## config.mk

```make
export PLATFORM = sky130hd
export DESIGN_NAME = pbsig_bridge_pins
export DESIGN_NICKNAME = d
export VERILOG_FILES = /design/src/logic/pbsig_pkg.sv /design/src/logic/pbsig_bridge_pins.sv /design/src/logic/pbsig_sync3.sv
export VERILOG_INCLUDE_DIRS = /design/src /design/src/logic
export SDC_FILE = /design/constraint.sdc
export NUM_CORES = 1
export LEC_CHECK = 0
export ABC_CLOCK_PERIOD_IN_PS = 2900
export BUFFER_PORTS_ARGS = -buffer_cell sky130_fd_sc_hd__buf_2
export CAP_MARGIN = 20
export CORE_MARGIN = 3
export CORE_UTILIZATION = 33
export DETAILED_ROUTE_END_ITERATION = 10
export SLEW_MARGIN = 25
export SYNTH_ARGS = -nofsm -noshare
export SYNTH_HDL_FRONTEND = slang
export SYNTH_SLANG_ARGS = --single-unit
export TNS_END_PERCENT = 20
```

## constraint.sdc

```tcl
create_clock -name pclk -period 2.9 [get_ports pclk]
set_clock_uncertainty 0.1 [all_clocks]
set_input_delay 0.29 -clock pclk [delete_from_list [all_inputs] [get_ports pclk]]
set_output_delay 0.29 -clock pclk [all_outputs]
set_load 0.05 [all_outputs]
```

## src/logic/pbsig_defines.svh

```systemverilog
/*
 Constants of the bridge pin-signalling block: register offsets, fields, reset values, timing.
 Assumes inclusion by bare name from the bridge pin module.
*/
`ifndef PBSIG_DEFINES_SVH
`define PBSIG_DEFINES_SVH
`define PBSIG_CTRL_OFS 12'h000
`define PBSIG_STAT_OFS 12'h004
`define PBSIG_CFGSTAT_OFS 12'h008
`define PBSIG_ERRCNT_OFS 12'h00C
`define PBSIG_CTRL_ASYNC_BIT 0
`define PBSIG_CTRL_STRAP66_BIT 1
`define PBSIG_CTRL_RESET 32'h0000_0000
`define PBSIG_CAP66_BIT 21
`define PBSIG_REQ_GAP_CYC 2
`define PBSIG_SERR_HOLD_CYC 1
`endif

```

## src/logic/pbsig_pkg.sv

```systemverilog
/*
 Types of the bridge pin-signalling block.
 Assumes pbsig_defines.svh is on the include path.
*/
package pbsig_pkg;
	typedef struct packed {
		logic [31:0] ad;
		logic [3:0] cbe;
		logic par;
	} pbsig_bus_s;

	typedef struct packed {
		logic addr_par;
		logic pw_data_par;
		logic m_abort_pw;
		logic t_abort_pw;
		logic pw_discard;
		logic dw_discard;
		logic dr_discard;
		logic dt_timeout;
	} pbsig_evt_s;

	typedef enum logic [2:0] {
		PBSIG_REQ_IDLE = 3'b001,
		PBSIG_REQ_ON = 3'b010,
		PBSIG_REQ_GAP = 3'b100
	} pbsig_req_e;
endpackage : pbsig_pkg

```

## src/logic/pbsig_bridge_pins.sv

```systemverilog
/*
 Pin-level signalling of a two-port bus bridge: primary error pins, request, idle parking,
 speed strap status and secondary parity generation/park, with an APB register slave.
 Assumes primary and secondary buses share pclk; forwarding logic supplies events and data.
*/
// Contract
// - Assert primary_parity_error_n on detected data parity error for received primary data.
// - Drive primary_parity_error_n high one cycle before releasing it.
// - Only pull primary_system_error_n low; never drive it high.
// - System error on address parity, posted-write data parity, or secondary system error.
// - System error on posted-write aborts, discards, or delayed-transaction master timeout.
// - Keep primary_bus_request_n deasserted at least two clocks before reasserting.
// - Park primary address, command and parity when idle and granted.
// - While primary reset low, all bus outputs float asynchronously.
// - In synchronous mode drive secondary_speed_select low.
// - Synchronous mode: 66MHz status bit 21 follows speed_strap_config.
// - Asynchronous mode: 66MHz status bit 21 follows sampled primary_speed_select.
// - Secondary data moves only when both ready signals are asserted.
// - Secondary initiator holds write data stable while its ready is asserted.
// - Park secondary address/data when idle and internal grant asserted.
// - Secondary initiator drives command in address phase, byte enables after.
// - Park secondary command/byte enables when idle and internal grant asserted.
// - Secondary parity makes address, command and parity hold even ones.
// - Secondary address parity valid one cycle after the address phase.
// - Secondary write parity valid one clock after initiator ready asserted.
// - Secondary read parity valid one clock after target ready asserted.
// - Primary parity is even and is checked for address and data errors.
`timescale 1ns/100ps
`include "pbsig_defines.svh"
module pbsig_bridge_pins import pbsig_pkg::*; (
	// Clock, enable, reset
	input wire logic pclk,
	input wire logic presetn,
	input wire logic clk_en,
	// APB slave
	input wire logic psel,
	input wire logic penable,
	input wire logic pwrite,
	input wire logic [11:0] paddr,
	input wire logic [31:0] pwdata,
	output logic [31:0] prdata,
	output logic pready,
	output logic pslverr,
	// Primary bus observed
	input wire logic primary_frame_n,
	input wire logic primary_irdy_n,
	input wire logic primary_trdy_n,
	input wire logic [31:0] primary_addr_data_in,
	input wire logic [3:0] primary_cmd_byte_en_in,
	input wire logic primary_parity_in,
	input wire logic primary_bus_grant_n,
	input wire logic primary_speed_select,
	input wire logic pri_write_data_phase,
	// Primary bus driven
	output logic [31:0] primary_addr_data_out,
	output logic [3:0] primary_cmd_byte_en_out,
	output logic primary_parity_out,
	output logic primary_park_oe,
	output logic primary_parity_error_n_out,
	output logic primary_parity_error_n_oe,
	output logic primary_system_error_n_out,
	output logic primary_system_error_n_oe,
	output logic primary_bus_request_n,
	output logic primary_bus_request_n_oe,
	// Forwarding-side events and requests
	input wire logic want_primary,
	input wire pbsig_evt_s fwd_evt,
	input wire logic secondary_system_error_n,
	input wire logic speed_strap_config,
	// Secondary bus
	input wire logic secondary_idle,
	input wire logic secondary_int_grant,
	input wire logic secondary_drive_ad,
	input wire pbsig_bus_s secondary_src,
	input wire logic secondary_initiator_ready_n,
	input wire logic secondary_target_ready_n,
	output pbsig_bus_s secondary_bus_out,
	output logic secondary_ad_oe,
	output logic secondary_par_oe,
	output logic secondary_speed_select,
	output logic secondary_speed_select_oe,
	output logic secondary_data_xfer
);
	typedef struct packed {
		pbsig_req_e req;
		logic [1:0] gap;
		logic perr_on;
		logic perr_release;
		logic serr_on;
		logic addr_phase_d;
		logic wdata_phase_d;
		pbsig_bus_s pri_d;
		pbsig_bus_s sec;
		logic sec_ad_oe;
		logic sec_par_oe;
		logic [31:0] ctrl;
		logic [7:0] evt_sticky;
		logic [15:0] err_cnt;
		logic [31:0] rdata;
		logic prev_frame_n;
	} pbsig_state_s;

	pbsig_state_s st;
	pbsig_state_s next_st;
	logic sserr_lvl;
	logic m66_lvl;
	logic async_mode;
	logic cap66;
	logic pri_par_err;
	logic serr_event;
	logic sec_xfer;
	logic primary_idle;

	// Even parity across 32+4 bits
	function automatic logic pbsig_par(input logic [31:0] ad, input logic [3:0] cbe);
		pbsig_par = ^{ad, cbe};
	endfunction : pbsig_par

	function automatic logic [31:0] pbsig_stat(input logic [7:0] ev, input logic c66,
		input logic serr, input logic perr);
		pbsig_stat = {10'h000, c66, 11'h000, perr, serr, ev};
	endfunction : pbsig_stat

	pbsig_sync3 u_sync_sserr (
		.pclk(pclk),
		.presetn(presetn),
		.clk_en(clk_en),
		.pin(secondary_system_error_n),
		.level(sserr_lvl)
	);

	pbsig_sync3 u_sync_m66 (
		.pclk(pclk),
		.presetn(presetn),
		.clk_en(clk_en),
		.pin(primary_speed_select),
		.level(m66_lvl)
	);

	assign async_mode = st.ctrl[`PBSIG_CTRL_ASYNC_BIT];
	assign cap66 = async_mode ? m66_lvl : speed_strap_config;
	assign sec_xfer = !secondary_initiator_ready_n && !secondary_target_ready_n;
	assign primary_idle = primary_frame_n && primary_irdy_n;

	// Parity of the previous cycle's address or write data phase
	assign pri_par_err = (st.addr_phase_d || st.wdata_phase_d) &&
		(pbsig_par(st.pri_d.ad, st.pri_d.cbe) != primary_parity_in);
	assign serr_event = (st.addr_phase_d && pri_par_err) || (|fwd_evt) || !sserr_lvl;

	always_comb begin
		next_st = st;
		next_st.rdata = st.rdata;
		if (clk_en) begin
			// Frame is on pclk already; edge taken from raw level
			next_st.prev_frame_n = primary_frame_n;
			next_st.addr_phase_d = st.prev_frame_n && !primary_frame_n;
			next_st.wdata_phase_d = pri_write_data_phase && !primary_irdy_n && !primary_trdy_n;
			next_st.pri_d = '{ad: primary_addr_data_in, cbe: primary_cmd_byte_en_in, par: 1'b0};
			// Parity error: assert, then one cycle deasserted, then float
			next_st.perr_release = 1'b0;
			if (st.wdata_phase_d && pri_par_err) begin
				next_st.perr_on = 1'b1;
			end else if (st.perr_on) begin
				next_st.perr_on = 1'b0;
				next_st.perr_release = 1'b1;
			end
			next_st.serr_on = serr_event;
			// Request with minimum deasserted gap
			case (st.req)
				PBSIG_REQ_IDLE: begin
					if (want_primary)
						next_st.req = PBSIG_REQ_ON;
				end
				PBSIG_REQ_ON: begin
					if (!want_primary) begin
						next_st.req = PBSIG_REQ_GAP;
						next_st.gap = 2'(`PBSIG_REQ_GAP_CYC - 1);
					end
				end
				PBSIG_REQ_GAP: begin
					if (st.gap == 2'h0)
						next_st.req = PBSIG_REQ_IDLE;
					else
						next_st.gap = st.gap - 2'h1;
				end
				default: next_st.req = PBSIG_REQ_IDLE;
			endcase
			// Secondary drive: data now, parity one clock later
			next_st.sec.ad = secondary_src.ad;
			next_st.sec.cbe = secondary_src.cbe;
			next_st.sec.par = pbsig_par(st.sec.ad, st.sec.cbe);
			next_st.sec_ad_oe = secondary_drive_ad || (secondary_idle && secondary_int_grant);
			next_st.sec_par_oe = st.sec_ad_oe;
			if (secondary_idle && secondary_int_grant && !secondary_drive_ad) begin
				next_st.sec.ad = 32'h0000_0000;
				next_st.sec.cbe = 4'h0;
			end
			next_st.evt_sticky = st.evt_sticky | fwd_evt;
			if (serr_event && st.err_cnt != 16'hFFFF)
				next_st.err_cnt = st.err_cnt + 16'h0001;
			// APB access completes in its access cycle
			if (psel && penable && pwrite) begin
				case (paddr)
					`PBSIG_CTRL_OFS: next_st.ctrl = pwdata;
					`PBSIG_STAT_OFS: next_st.evt_sticky = (st.evt_sticky & ~pwdata[7:0]) | fwd_evt;
					`PBSIG_ERRCNT_OFS: next_st.err_cnt = 16'h0000;
					default: next_st.ctrl = st.ctrl;
				endcase
			end
			if (psel && !penable && !pwrite) begin
				case (paddr)
					`PBSIG_CTRL_OFS: next_st.rdata = st.ctrl;
					`PBSIG_STAT_OFS: next_st.rdata = pbsig_stat(st.evt_sticky, cap66,
						st.serr_on, st.perr_on);
					`PBSIG_CFGSTAT_OFS: next_st.rdata = 32'(cap66) << `PBSIG_CAP66_BIT;
					`PBSIG_ERRCNT_OFS: next_st.rdata = {16'h0000, st.err_cnt};
					default: next_st.rdata = 32'h0000_0000;
				endcase
			end
		end
	end

	always_ff @(posedge pclk or negedge presetn) begin
		if (!presetn) begin
			st <= '0;
			st.req <= PBSIG_REQ_IDLE;
			st.prev_frame_n <= 1'b1;
			st.ctrl <= `PBSIG_CTRL_RESET;
		end else begin
			st <= next_st;
		end
	end

	// APB: zero wait on reads and writes
	assign pready = 1'b1;
	assign pslverr = psel && penable && !(paddr == `PBSIG_CTRL_OFS ||
		paddr == `PBSIG_STAT_OFS || paddr == `PBSIG_CFGSTAT_OFS || paddr == `PBSIG_ERRCNT_OFS);
	assign prdata = st.rdata;

	// Bus drivers gated by reset level itself
	assign primary_park_oe = presetn && primary_idle && !primary_bus_grant_n;
	assign primary_addr_data_out = 32'h0000_0000;
	assign primary_cmd_byte_en_out = 4'h0;
	assign primary_parity_out = 1'b0;
	assign primary_parity_error_n_out = !st.perr_on;
	assign primary_parity_error_n_oe = presetn && (st.perr_on || st.perr_release);
	assign primary_system_error_n_out = 1'b0;
	assign primary_system_error_n_oe = presetn && st.serr_on;
	assign primary_bus_request_n = !(st.req == PBSIG_REQ_ON);
	assign primary_bus_request_n_oe = presetn;
	assign secondary_bus_out = st.sec;
	assign secondary_ad_oe = presetn && st.sec_ad_oe;
	assign secondary_par_oe = presetn && st.sec_par_oe;
	assign secondary_speed_select = 1'b0;
	assign secondary_speed_select_oe = presetn && !async_mode;
	assign secondary_data_xfer = sec_xfer;
endmodule : pbsig_bridge_pins

```

## src/logic/pbsig_sync3.sv

```systemverilog
/*
 Three-stage synchroniser for a single pin level with second/third agreement filter.
 Assumes a free-running pclk; held by clock enable.
*/
`timescale 1ns/100ps
module pbsig_sync3 (
	// Clock and reset
	input wire logic pclk,
	input wire logic presetn,
	input wire logic clk_en,
	// Level
	input wire logic pin,
	output logic level
);
	typedef struct packed {
		logic [2:0] sh;
		logic lvl;
	} pbsig_sync_s;

	pbsig_sync_s st;
	pbsig_sync_s next_st;

	always_comb begin
		next_st = st;
		if (clk_en) begin
			next_st.sh = {st.sh[1:0], pin};
			if (st.sh[1] == st.sh[2])
				next_st.lvl = st.sh[2];
		end
	end

	always_ff @(posedge pclk or negedge presetn) begin
		if (!presetn)
			st <= '{sh: 3'b111, lvl: 1'b1};
		else
			st <= next_st;
	end

	assign level = st.lvl;
endmodule : pbsig_sync3

```

==> qor.txt <==
status - complete, no violations
Setup TNS Final - 0 ns
top cell type's share of synthesized area - 47.3%
drt wl/cell - 14.8 um
Power Density - 649 nW/um^2
#FFs+latches synth - 182
DP Worst Slack - 0.0696 ns
CTS tree - done
post-synthesis cell area - 9090 um^2
nets - 1,293
Synth area leaders - dfrtp_1 47%, mux2_2 9.5%, buf_4 9.1%
vias in the first global route - 6,701
Post-Syn Instances - 878
layout cell share with drive strength beyond 1 - 32.1%
Sink Count - 182
most used cell, CP - xnor3_1
# fillers - 2,545
Slowest-stage cell, CP - dfrtp_1
Clock Latency Late Sink - 0.43 ns
Post-synth top cells - 172 x dfrtp_1, 110 x buf_4, 97 x nand2_1
Hold Violations, Final - 0
Residual DRC - 0
I/O pins - 266
Power, Total - 0.00763 W
Initial DRC Count - 460
Peak VDD IR - 0.353 mV
Core Area - 27,000 um^2
sequential-to-total area share from yosys stat - 50.2%
# setup viols final - 0
Diodes inserted - 0
# H-tree levels - 4
vias per std cell - 4.57
Initial Utilization - 33.6%
Layout area overhead - 29.2%
Layout Utilization - 43.5%
most instantiated library cell after synthesis - dfrtp_1
Worst path top cell family by delay - XOR/XNOR gates
critical path class - reg -> reg
Global Route Usage Sum - 14.7%
Crit. End Element - register
Detail Route Antenna Nets - 0
CTS clk-pin slew, worst paths - 0.08 ns
Root Driver - clkbuf_16
critical path arrival - 2.99 ns
Max Fanout on Critical Path - 11
grt ovf - 0
HPWL Detailed - 15.5 mm
Tmin final - 2.74 ns
Max Slew Vio Count - 0
ys flop type - dfrtp_1
Yosys warning count - 0
measured slew at the worst slew-check pin - 0.920 ns
startpoint types - register
first-pass GRT wire length - 34.6 mm
# rows - 60
Setup WS post-layout - 0.165 ns
HP Class - in -> reg
largest area contributor in the netlist - dfrtp_1
cells along the critical path - xnor3_1 -> xnor3_1 -> xnor3_2 -> or2_1 -> mux2i_4 -> o21ai_4 -> buf_6 -> or3_1 -> a21oi_1
worst hold slack - 0.0211 ns
CTS Buf Count - 17
largest net degree at the start of global routing - 72
input/output buffers - 224
Final Cycle Share - 94.3%
crit-path max cell delay - 0.40 ns
syn_area_per_cell - 10.4 um^2
Required @ worst endpoint - 3.16 ns
Die Area - 29,600 um^2
P_leak - 5.60 nW
initial antenna violation count - 0
Async SR Flop Fraction - 100%
drt total wl - 22.2 mm
R2R Setup Slk - 0.16 ns
slew margin rel. - 38.7%
Synth cell types - 49
routed vias - 6,847
chip width - 172 um
Detailed Routing Iterations Pass 1 - 5
Max Buffers Root-to-Sink - 2
max cap viols - 0
Buf+Inv Stages, Crit Path - 1
fmax - 366 MHz
RSZ-0062 raised after global routing - no
Die Y - 172 um
GPL Wtd Cong - 0.761
number of enable flip-flop cells after synthesis - 0
## power breakdown
group          switching, W  total, W  internal (W)
clock               0.00120   0.00238       0.00119
combinational       0.00126   0.00217      0.000909
sequential         0.000259   0.00308       0.00282
## placed cells by master (no fill, tap or decap), drive strengths merged, types with 8 or more instances in the layout
cell type / n
inv: 62
nand2: 97
a21oi: 32
conb: 40
nor3: 8
clkbuf: 18
a222oi: 10
buf: 242
nor2: 38
nand3: 27
dfrtp: 172
o21ai: 58
dlygate4sd3: 110
dfstp: 10
or3: 8
xnor2: 56
mux2: 77
xor2: 9
## through the flow
step           instance area (um^2)  cells
3_5_place_dp                  10000   1356
2_1_floorplan                  9240    916
5_1_grt                       11800   1499
6_report                      11800   1499
3_3_place_gp                  10000   1356
4_1_cts                       11700   1498
## cells by family after synthesis
| family | share of synthesized area, % |
|---|---|
| mux | 9.78 |
| simple gates | 10.9 |
| buf+inv | 12.7 |
| other cells | 0.0826 |
| flops | 50.2 |
| fa+ha+maj | 0.275 |
| xor+xnor | 7.26 |
| compound gates | 8.81 |
## routing by layer
metal	global-route usage, %	vias to the layer above	routed length [um]
met3	3.09	12	1310
met5	0	-	0
met4	3.37	0	220
li1	-	3347	-
met1	19.4	3287	9690
met2	25.1	201	11000
## cell type report
class	count	area [um^2]	area share [%]
repair buffers	353	2390	20.4
inverters	54	203	1.72
clock buffers	17	425	3.62
multi-input cells	537	3550	30.2
flip-flops and latches	182	4570	38.9
well taps	341	427	3.63
clock inverters	15	190	1.62
## worst register-to-register path: cells and delay by family (launching register included)
kind | cells | cell delay, ns
flip-flops | 1 | 0.40
buffers and inverters | 1 | 0.18
AND/OR/NAND/NOR | 2 | 0.62
XOR/XNOR | 3 | 0.87
AO/OA/AOI/OAI | 2 | 0.27
multiplexers | 1 | 0.21
## flip-flops by register name, indices dropped and copies added, names as in the netlist
register / count
u_sync_m66.level: 1
st: 104
async_mode: 1
u_sync_sserr.level: 1
u_sync_sserr.st: 3
u_sync_m66.st: 3
prdata: 32
secondary_bus_out: 37
## what timing repair did
action                                  4_1_cts  5_1_grt
endpoints found under the setup margin        0        6
resized for setup                             0        3
hold buffers                                110        0
hold endpoints to repair                    157        0
buffers inserted                              0        1
## final timing paths
kind	start	end	depth (start not counted)
min in group asynchronous	presetn	prdata[26]$_DFFE_PN0P_	2
setup / recovery	st[150]$_DFFE_PN0P_	st[43]$_DFFE_PN0P_	9
hold reg to reg	prdata[19]$_DFFE_PN0P_	prdata[19]$_DFFE_PN0P_	2
max in group asynchronous	presetn	st[147]$_DFFE_PN0P_	3
hold / removal	primary_addr_data_in[13]	st[146]$_DFFE_PN0P_	2
setup reg to reg	st[150]$_DFFE_PN0P_	st[43]$_DFFE_PN0P_	9
No activity file was read; power rests on OpenSTA's default activity.
